## src/inc/pkt_stream_pkg.sv

```systemverilog
/*
 * constants, state codes and helpers for the packet stream master.
 * assumes one shared clock with the slave and a same-clock user side.
 */
// Function
// master alone drives the transfer strobe
// write strobe travels with its payload word
// slave sink captures word on strobe edge
// read strobe answered next edge, captured after
// idle slave source holds qualify flag low
// core strobe follows fill input during reset
// words read during core reset are lost
// fill input held at intended value in reset
// qualify flag marks valid read data only
// qualify and payload hold when strobe low
// fresh word needs qualify and previous strobe
// source fill flag: threshold words or packet end
// sink fill flag: room for threshold words
// read flow follows strobe by one cycle
// after fill drops, read until qualify low
// paused strobe keeps qualify and payload held
// master source limits writes against overflow
// master sink idles until fill flag returns
// ports share width, direction, role, thresholds
// start flag first word, end flag last
// empty count zero except on last word
// abort stays high until after end flag
// payload width 8 to 64, big-endian packed
// fill threshold is a build-time parameter
package pkt_stream_pkg;

    localparam int unsigned DATA_W  = 64;
    localparam int unsigned THRESH  = 4;
    localparam int unsigned CNT_W   = 4;

    // empty-byte count width for a payload width (1 bit kept for 8-bit)
    function automatic int unsigned mty_width(input int unsigned w);
        int unsigned n;
        n = $clog2(w / 8);
        return (n == 0) ? 1 : n;
    endfunction : mty_width

    localparam int unsigned MTY_W = mty_width(DATA_W);

    typedef enum logic [1:0] {
        RX_IDLE  = 2'b00,
        RX_READ  = 2'b01,
        RX_DRAIN = 2'b10
    } rx_state_e;

endpackage : pkt_stream_pkg

```

## src/rtl/pkt_stream_master.sv

```systemverilog
/*
 * packet stream master: a master source (write) path and a master sink
 * (read) path toward one slave, plus a reset-held fill flag for a core.
 * assumes slave and user logic run on clk_i; rst_i also resets the core.
 */
`timescale 1ns/1ps
module pkt_stream_master #(
    parameter int unsigned DATA_W = pkt_stream_pkg::DATA_W,
    parameter int unsigned MTY_W  = pkt_stream_pkg::MTY_W,
    parameter int unsigned THRESH = pkt_stream_pkg::THRESH,
    parameter int unsigned CNT_W  = pkt_stream_pkg::CNT_W
) (
    input  wire logic              clk_i,
    input  wire logic              rst_i,
    // user write side
    input  wire logic              tx_valid_i,
    output logic                   tx_ready_o,
    input  wire logic [DATA_W-1:0] tx_data_i,
    input  wire logic              tx_sop_i,
    input  wire logic              tx_eop_i,
    input  wire logic [MTY_W-1:0]  tx_mty_i,
    input  wire logic              tx_abort_i,
    // link toward slave sink
    output logic                   tx_strobe_o,
    output logic [DATA_W-1:0]      tx_data_o,
    output logic                   tx_sop_o,
    output logic                   tx_eop_o,
    output logic [MTY_W-1:0]       tx_mty_o,
    output logic                   tx_abort_o,
    input  wire logic              tx_fill_level_ok_i,
    // link toward slave source
    output logic                   rx_strobe_o,
    input  wire logic              rx_qualify_i,
    input  wire logic [DATA_W-1:0] rx_data_i,
    input  wire logic              rx_sop_i,
    input  wire logic              rx_eop_i,
    input  wire logic [MTY_W-1:0]  rx_mty_i,
    input  wire logic              rx_abort_i,
    input  wire logic              rx_fill_level_ok_i,
    // user read side
    input  wire logic              rx_ready_i,
    output logic                   rx_valid_o,
    output logic [DATA_W-1:0]      rx_data_o,
    output logic                   rx_sop_o,
    output logic                   rx_eop_o,
    output logic [MTY_W-1:0]       rx_mty_o,
    output logic                   rx_abort_o,
    // fill flag toward a core whose sink port reads our source
    input  wire logic              src_fill_request_i,
    output logic                   core_fill_level_ok_o
);

    localparam logic [MTY_W-1:0] MTY_NONE = '0;

    logic                    has_credit;
    logic                    tx_take;
    logic                    abort_held;
    logic                    strobe_prev;
    logic                    fresh;
    logic                    dry;
    pkt_stream_pkg::rx_state_e state;
    pkt_stream_pkg::rx_state_e next_state;

    // ---------------- write path ----------------
    // matched threshold
    tx_credit #(
        .THRESH (THRESH),
        .CNT_W  (CNT_W)
    ) u_credit (
        .clk_i        (clk_i),
        .rst_i        (rst_i),
        .fill_ok_i    (tx_fill_level_ok_i),
        .take_i       (tx_take),
        .has_credit_o (has_credit)
    );

    assign tx_ready_o = has_credit;
    assign tx_take    = tx_valid_i && has_credit;

    // strobe from master
    always_ff @(posedge clk_i) begin
        if (rst_i) begin
            tx_strobe_o <= 1'b0;
        end else begin
            tx_strobe_o <= tx_take;
        end
    end

    // word with strobe
    always_ff @(posedge clk_i) begin
        if (rst_i) begin
            tx_data_o <= '0;
            tx_sop_o  <= 1'b0;
            tx_eop_o  <= 1'b0;
            tx_mty_o  <= MTY_NONE;
        end else if (tx_take) begin
            // payload passes packed
            tx_data_o <= tx_data_i;
            // packet flags
            tx_sop_o  <= tx_sop_i;
            tx_eop_o  <= tx_eop_i;
            // empty count last only
            tx_mty_o  <= (tx_eop_i && DATA_W > 8) ? tx_mty_i : MTY_NONE;
        end
    end

    // abort stays set
    always_ff @(posedge clk_i) begin
        if (rst_i) begin
            abort_held <= 1'b0;
            tx_abort_o <= 1'b0;
        end else if (tx_take) begin
            abort_held <= (tx_abort_i || abort_held) && !tx_eop_i;
            tx_abort_o <= tx_abort_i || abort_held;
        end
    end

    // ---------------- read path ----------------
    // fresh word test
    assign fresh = strobe_prev && rx_qualify_i;
    assign dry   = strobe_prev && !rx_qualify_i;

    // one cycle read lag
    always_ff @(posedge clk_i) begin
        if (rst_i) begin
            strobe_prev <= 1'b0;
        end else begin
            strobe_prev <= rx_strobe_o;
        end
    end

    // idle until fill
    assign rx_strobe_o = !rst_i && (state != pkt_stream_pkg::RX_IDLE)
                         && rx_ready_i;

    // drain after fill drop
    always_comb begin
        next_state = state;
        case (state)
            pkt_stream_pkg::RX_IDLE: begin
                if (rx_fill_level_ok_i) begin
                    next_state = pkt_stream_pkg::RX_READ;
                end
            end
            pkt_stream_pkg::RX_READ: begin
                if (dry) begin
                    next_state = pkt_stream_pkg::RX_IDLE;
                end else if (!rx_fill_level_ok_i) begin
                    next_state = pkt_stream_pkg::RX_DRAIN;
                end
            end
            pkt_stream_pkg::RX_DRAIN: begin
                if (dry) begin
                    next_state = pkt_stream_pkg::RX_IDLE;
                end else if (rx_fill_level_ok_i) begin
                    next_state = pkt_stream_pkg::RX_READ;
                end
            end
            default: begin
                next_state = pkt_stream_pkg::RX_IDLE;
            end
        endcase
    end

    always_ff @(posedge clk_i) begin
        if (rst_i) begin
            state <= pkt_stream_pkg::RX_IDLE;
        end else begin
            state <= next_state;
        end
    end

    // capture after answer
    always_ff @(posedge clk_i) begin
        if (rst_i) begin
            rx_valid_o <= 1'b0;
        end else begin
            rx_valid_o <= fresh;
        end
    end

    // qualified data only
    always_ff @(posedge clk_i) begin
        if (rst_i) begin
            rx_data_o  <= '0;
            rx_sop_o   <= 1'b0;
            rx_eop_o   <= 1'b0;
            rx_mty_o   <= MTY_NONE;
            rx_abort_o <= 1'b0;
        end else if (fresh) begin
            rx_data_o  <= rx_data_i;
            rx_sop_o   <= rx_sop_i;
            rx_eop_o   <= rx_eop_i;
            rx_mty_o   <= rx_eop_i ? rx_mty_i : MTY_NONE;
            rx_abort_o <= rx_abort_i;
        end
    end

    // fill flag reset held
    always_ff @(posedge clk_i) begin
        if (rst_i) begin
            core_fill_level_ok_o <= 1'b0;
        end else begin
            core_fill_level_ok_o <= src_fill_request_i;
        end
    end
endmodule : pkt_stream_master

```

## src/rtl/tx_credit.sv

```systemverilog
/*
 * write credit counter for the master source path.
 * assumes the slave fill flag reflects writes up to the previous edge.
 */
`timescale 1ns/1ps
module tx_credit #(
    parameter int unsigned THRESH = pkt_stream_pkg::THRESH,
    parameter int unsigned CNT_W  = pkt_stream_pkg::CNT_W
) (
    input  wire logic clk_i,
    input  wire logic rst_i,
    input  wire logic fill_ok_i,
    input  wire logic take_i,
    output logic      has_credit_o
);

    localparam logic [CNT_W-1:0] FULL = CNT_W'(THRESH);
    localparam logic [CNT_W-1:0] NONE = '0;
    localparam logic [CNT_W-1:0] ONE  = CNT_W'(1);
    localparam logic [CNT_W:0]   CAP  = (CNT_W+1)'(THRESH);

    logic [CNT_W-1:0] count;
    logic [CNT_W-1:0] fresh_credit;
    logic [CNT_W:0]   spent;
    logic             took_prev;

    // word in flight
    always_ff @(posedge clk_i) begin
        if (rst_i) begin
            took_prev <= 1'b0;
        end else begin
            took_prev <= take_i;
        end
    end

    // in-flight word is not yet counted in the fill flag
    assign fresh_credit = (took_prev && FULL != NONE) ? FULL - ONE : FULL;

    // bounded writes
    always_ff @(posedge clk_i) begin
        if (rst_i) begin
            count <= NONE;
        end else if (fill_ok_i) begin
            count <= (take_i && fresh_credit != NONE) ? fresh_credit - ONE
                                                      : fresh_credit;
        end else if (take_i && count != NONE) begin
            count <= count - ONE;
        end
    end

    assign has_credit_o = fill_ok_i ? (fresh_credit != NONE)
                                    : (count != NONE);

    // words past last fill
    always_ff @(posedge clk_i) begin
        if (rst_i) begin
            spent <= '0;
        end else if (fill_ok_i) begin
            spent <= (CNT_W+1)'(took_prev) + (CNT_W+1)'(take_i);
        end else begin
            spent <= spent + (CNT_W+1)'(take_i);
        end
    end
endmodule : tx_credit

```

## config.mk

```make
export PLATFORM = sky130hd
export DESIGN_NAME = pkt_stream_master
export DESIGN_NICKNAME = d
export VERILOG_FILES = /design/src/inc/pkt_stream_pkg.sv /design/src/rtl/pkt_stream_master.sv /design/src/rtl/tx_credit.sv
export SDC_FILE = /design/constraint.sdc
export NUM_CORES = 1
export LEC_CHECK = 0
export ABC_AREA = 1
export BUFFER_PORTS_ARGS = -buffer_cell sky130_fd_sc_hd__buf_2
export CAP_MARGIN = 20
export CORE_ASPECT_RATIO = 1.75
export CORE_MARGIN = 4
export CORE_UTILIZATION = 25
export CTS_CLUSTER_SIZE = 8
export DETAILED_ROUTE_END_ITERATION = 8
export PLACE_DENSITY = 0.49
export SYNTH_ARGS = -nofsm -noshare
export SYNTH_HDL_FRONTEND = slang
export SYNTH_HIERARCHICAL = 1
export SYNTH_SLANG_ARGS = --single-unit
```

## constraint.sdc

```tcl
create_clock -name clk_i -period 4.1 [get_ports clk_i]
set_input_delay 0.205 -clock clk_i [delete_from_list [all_inputs] [get_ports clk_i]]
set_output_delay 0.205 -clock clk_i [all_outputs]
set_load 0.02 [all_outputs]
```

# Yosys cells after proc, flatten, opt, wreduce, memory -nomap -nowiden
# Index checks and enable logic that the tools add are counted.
# op_classes
n_addsub	2
eq_ne	3
n_mux	12
n_reduce_logical	17
# op_table
operator	count
$mux W4	3
$mux W3	3
$logic_and A1 B1 Y1	8
$mux W2	4
$reduce_bool A4 Y1	2
$sub A4 B1 Y4 const B	2
$pmux W2 S3	1
$reduce_bool A2 Y1	2
$logic_not A1 Y1	3
$ne A3 B3 Y1 const B	1
$eq A2 B1 Y1 const B	1
$eq A2 B2 Y1 const B	1
$logic_not A2 Y1	1
$logic_or A1 B1 Y1	1
$mux W1	1
# word_totals
ff_bits	151
inputBits	148
out_inout_bits	145

# Longest topological paths before layout
# depth
depth_word	7
ltp_mapped	12
depth_no_buf	11

# Hierarchy
# The synthesis kept the hierarchy.
# by_module_without_submodules
module	instances	cells_per_inst	area_each_um2	seq_area_each_um2
pkt_stream_master	1	648	5079.9	2942.8
tx_credit	1	51	336.6	100.1

# Least setup slack after synthesis
# OpenSTA, ideal clock, no wires.
# synth_timing
path_type	register to register
start	reg u_credit.count[0]
end	reg u_credit.count[0]
setup_time_ps	113
arrival_ps	2082
path_slack_ps	1905
stages_incl_launch_ff	13
n_path_buf	1
synth_period_minus_slack_ps	2195
path_cell_list	dfxtp_1 > inv_1 > ha_1 > nand3_1 > nand2_2 > inv_2 > buf_2 > inv_1 > ha_1 > o21ai_0 > nand2_2 > nand2_1 > nor2_1
# synth_via
elab_chain_cells	6
# synth_rtl
element	line	rtl
start, declared	tx_credit.sv:22	logic [CNT_W-1:0] count;
start signal, assigned	tx_credit.sv:44	count <= (take_i && fresh_credit != NONE) ? fresh_credit - ONE
start signal, assigned	tx_credit.sv:47	count <= count - ONE;
$reduce_bool A4 Y1 *	tx_credit.sv:52	: (count != NONE);
$mux W1 *	tx_credit.sv:51	assign has_credit_o = fill_ok_i ? (fresh_credit != NONE)
via tx_ready_o	pkt_stream_master.sv:17	output logic tx_ready_o,
$logic_and A1 B1 Y1 *	pkt_stream_master.sv:78	assign tx_take = tx_valid_i && has_credit;
via tx_take	pkt_stream_master.sv:56	logic tx_take;
$logic_and A1 B1 Y1	tx_credit.sv:44	
$mux W4	tx_credit.sv:44	
$mux W4	tx_credit.sv:43	end else if (fill_ok_i) begin
# Mark *: on every way through the listed nets, which the timed path passes. The rest lies on a longest branch. The select of a mux whose other input is x is not followed.
# A chain may end at the register's enable or synchronous reset.

# Worst setup path after layout
# layout_timing
start	reg u_credit.count[0]
end	reg u_credit.count[2]
# layout_via
elab_chain_cells	6
# layout_rtl
element
parallel branches: the longest is 6 deep, another holds $sub A4 B1 Y4
# Several ways; the timed one is not identified. The select of a mux whose other input is x is not followed.

==> reports/qor.txt <==
Status = finished, final reports clean
Tightest Pin Transition = 0.802 ns
Largest net degree at the start of global routing = 72
CP startpoint kind = flip-flop
Routed via count = 5,357
Hold endpoint = rx_data_o[38]$_SDFFE_PP0P_
Static leakage = 3.77 nW
RSZ-0062 raised after global routing = false
WHS = 0.0319 ns
GRT Util Overall = 0.145
Hold depth = 3
Port buffer count = 292
Crit-path max FO = 70
Layout fillers = 2,370
Die W = 119 µm
Unique masters post-synth = 21
Fmax achieved = 0.452 GHz
Share of cells above drive strength 1 = 0.343
Fin crit period = 2.21 ns
Final setup fails = 0
# rows = 71
Mapped Nets = 850
Critical R2R Capture = u_credit/count[2]$_SDFFE_PP0P_
Post-DP HPWL = 12,800 µm
Synth Register Bits = 152
Avg Inst Size Synth = 7.75 µm²
Setup slack after layout = 1.89 ns
Final Instance Area = 0.00771 mm²
Drt first pass iters = 4
Worst VDD drop = 267 µV
CTS Buffer Depth = 2
IO Count = 293
Max-slew violations = 0
CP Capture Type = flip-flop
CTS tree = yes
Grt ovf = 0
R2r setup slk = 1.89 ns
Main synth FF type = dfxtp_1
Drt initial violations = 225
EDFF count, synth = 0
Worst Path Required = 4.41 ns
Drt wl/cell = 13.9 µm
Maxcap violations = 0
Inserted Diodes = 0
R2r worst-path depth = 9
Final Wtd Congestion = 0.762
Hold Path Class = input port to flip-flop
Setup Crit Path Kind = flip-flop to flip-flop
Rel. slew slack = 0.465
Starting density of the core = 0.253
Pre-CTS setup slack = 1.85 ns
Sequential share of the synthesized area = 0.562
Pwr per Cell Area = 495 mW/mm²
Antenna violations before repair = 2
Total CTS buffers = 17
Worst-skew pair later-pin latency = 0.42 ns
Routed wire length = 17,800 µm
First-pass GRT wire length = 27,500 µm
Die height = 203 µm
Final net count = 1,127
Placed insts = 1,247
Core Box Area = 0.0214 mm²
Arrival @ worst endpoint = 2.52 ns
H-tree levels = 4
Remaining antenna violation count after routing = 0
Async SR Flop Fraction = 0
Origin of the worst min-delay path = rx_data_i[38]
Setup Skew = 0.00803 ns
Die area = 0.0242 mm²
CTS root buffer = clkbuf_16
Reg clk slew, reported paths = 0.06 ns
Vias/cell = 4.19
Fin Setup TNS = 0 ns
Placement Cell Area = 0.00707 mm²
Final Non-Filler Cells = 1,279
Vias in the first global route = 5,130
Mapped cell area = 0.00542 mm²
Period Utilization, post-route = 0.540
Residual DRC = 0
FF-to-FF Start = u_credit/count[0]$_SDFFE_PP0P_
Synth Warn # = 6
Clock sinks = 152
P&R area growth vs syn = 42.4%
Fin. Hold Viols = 0
Post-Synthesis Cells = 699
[synth_stat cells (3+ instances only)]
cell type | number | area share
inv_2 | 4 | 0.0028
ha_1 | 3 | 0.0069
nand2_1 | 31 | 0.021
o21ai_0 | 136 | 0.13
a21oi_1 | 10 | 0.0092
inv_1 | 17 | 0.012
nor2_1 | 284 | 0.20
nand2_2 | 4 | 0.0046
buf_6 | 3 | 0.0062
nand3_1 | 9 | 0.0083
buf_2 | 15 | 0.014
clkbuf_1 | 21 | 0.015
dfxtp_1 | 152 | 0.56
[cells in the final DEF (no fill, tap or decap)]
cell,instances
buf_2,292
nor2_1,284
dfxtp_1,152
o21ai_0,136
nand2_1,31
inv_1,17
clkbuf_16,17
a21oi_1,10
nand3_1,9
buf_4,7
nand2_2,4
bufinv_16,4
inv_2,3
clkinv_2,3
clkbuf_8,3
ha_1,3
clkinvlp_4,2
clkbuf_1,2
dlygate4sd3_1,2
nand2_4,2
nand3b_1,1
nor2_2,1
nand4_1,1
or2_2,1
[worst max path at each step]
stage | from | slack [ns] | cells after the start | end
after CTS | u_credit/count[0]$_SDFFE_PP0P_ | 1.85 | 9 | u_credit/count[1]$_SDFFE_PP0P_
after floorplan | u_credit/count[0]$_SDFFE_PP0P_ | 1.91 | 12 | u_credit/count[0]$_SDFFE_PP0P_
final | u_credit/count[0]$_SDFFE_PP0P_ | 1.89 | 9 | u_credit/count[2]$_SDFFE_PP0P_
after global routing | u_credit/count[0]$_SDFFE_PP0P_ | 1.67 | 9 | u_credit/count[2]$_SDFFE_PP0P_
after global placement | u_credit/count[0]$_SDFFE_PP0P_ | 1.88 | 9 | u_credit/count[2]$_SDFFE_PP0P_
after detailed placement | u_credit/count[0]$_SDFFE_PP0P_ | 1.85 | 9 | u_credit/count[2]$_SDFFE_PP0P_
[stage by stage]
step	utilization	total power (W)
2_1_floorplan	-	0.00198
3_3_place_gp	0.330	0.00220
3_5_place_dp	0.330	0.00220
4_1_cts	0.360	0.00390
5_1_grt	0.360	0.00403
6_report	0.360	0.00381
[repair_timing]
action | 4_1_cts | 5_1_grt
resized for setup | 0 | 0
endpoints found under the hold margin | 2 | 0
setup buffers | 0 | 0
endpoints found under the setup margin | 0 | 0
hold buffers | 2 | 0
[worst max-delay path: stages (launching register included)]
cell     delay (ns)
dfxtp_1        0.40
inv_1          0.08
ha_1           0.25
nand3_1        0.20
nand2_2        0.08
inv_2          0.06
buf_4          0.62
nand2_4        0.15
o21ai_0        0.21
nor2_1         0.05
[per-layer routing]
layer	vias to the layer above	part of all wire	wire length, µm	GRT usage
met5	-	0.0012	21	0
met4	4	0.016	285	0.0559
met3	22	0.082	1470	0.0499
met2	193	0.53	9390	0.261
met1	2372	0.37	6650	0.155
li1	2766	-	-	-
[cells by family after synthesis]
| group | synth area share |
|---|---|
| flip-flops | 0.562 |
| adder cells (fa/ha/maj) | 0.00693 |
| AND/OR/NAND/NOR | 0.240 |
| AO/OA/AOI/OAI | 0.135 |
| buffers and inverters | 0.0561 |
[flip-flops by register name, summed over array words and instances, names as in the netlist, 2 cells and up]
register and cells:
rx_data_o 64, tx_data_o 64, u_credit/count 4, rx_mty_o 3, tx_mty_o 3, state 2
[where the power goes]
group | internal, W | switching, W
clock | 0.00106 | 0.000597
sequential | 0.00157 | 0.0000438
combinational | 0.000195 | 0.000347
[area by class of cell]
type,instances,area [µm²],share of cell area
Timing Repair Buffer,301,1530,0.199
Sequential cell,152,3040,0.395
Inverter,21,80.1,0.0104
Multi-Input combinational cell,483,2070,0.268
Clock buffer,22,474,0.0615
Tap cell,292,365,0.0474
Clock inverter,8,145,0.0188
Note: power is estimated with default switching activity, not from simulation.
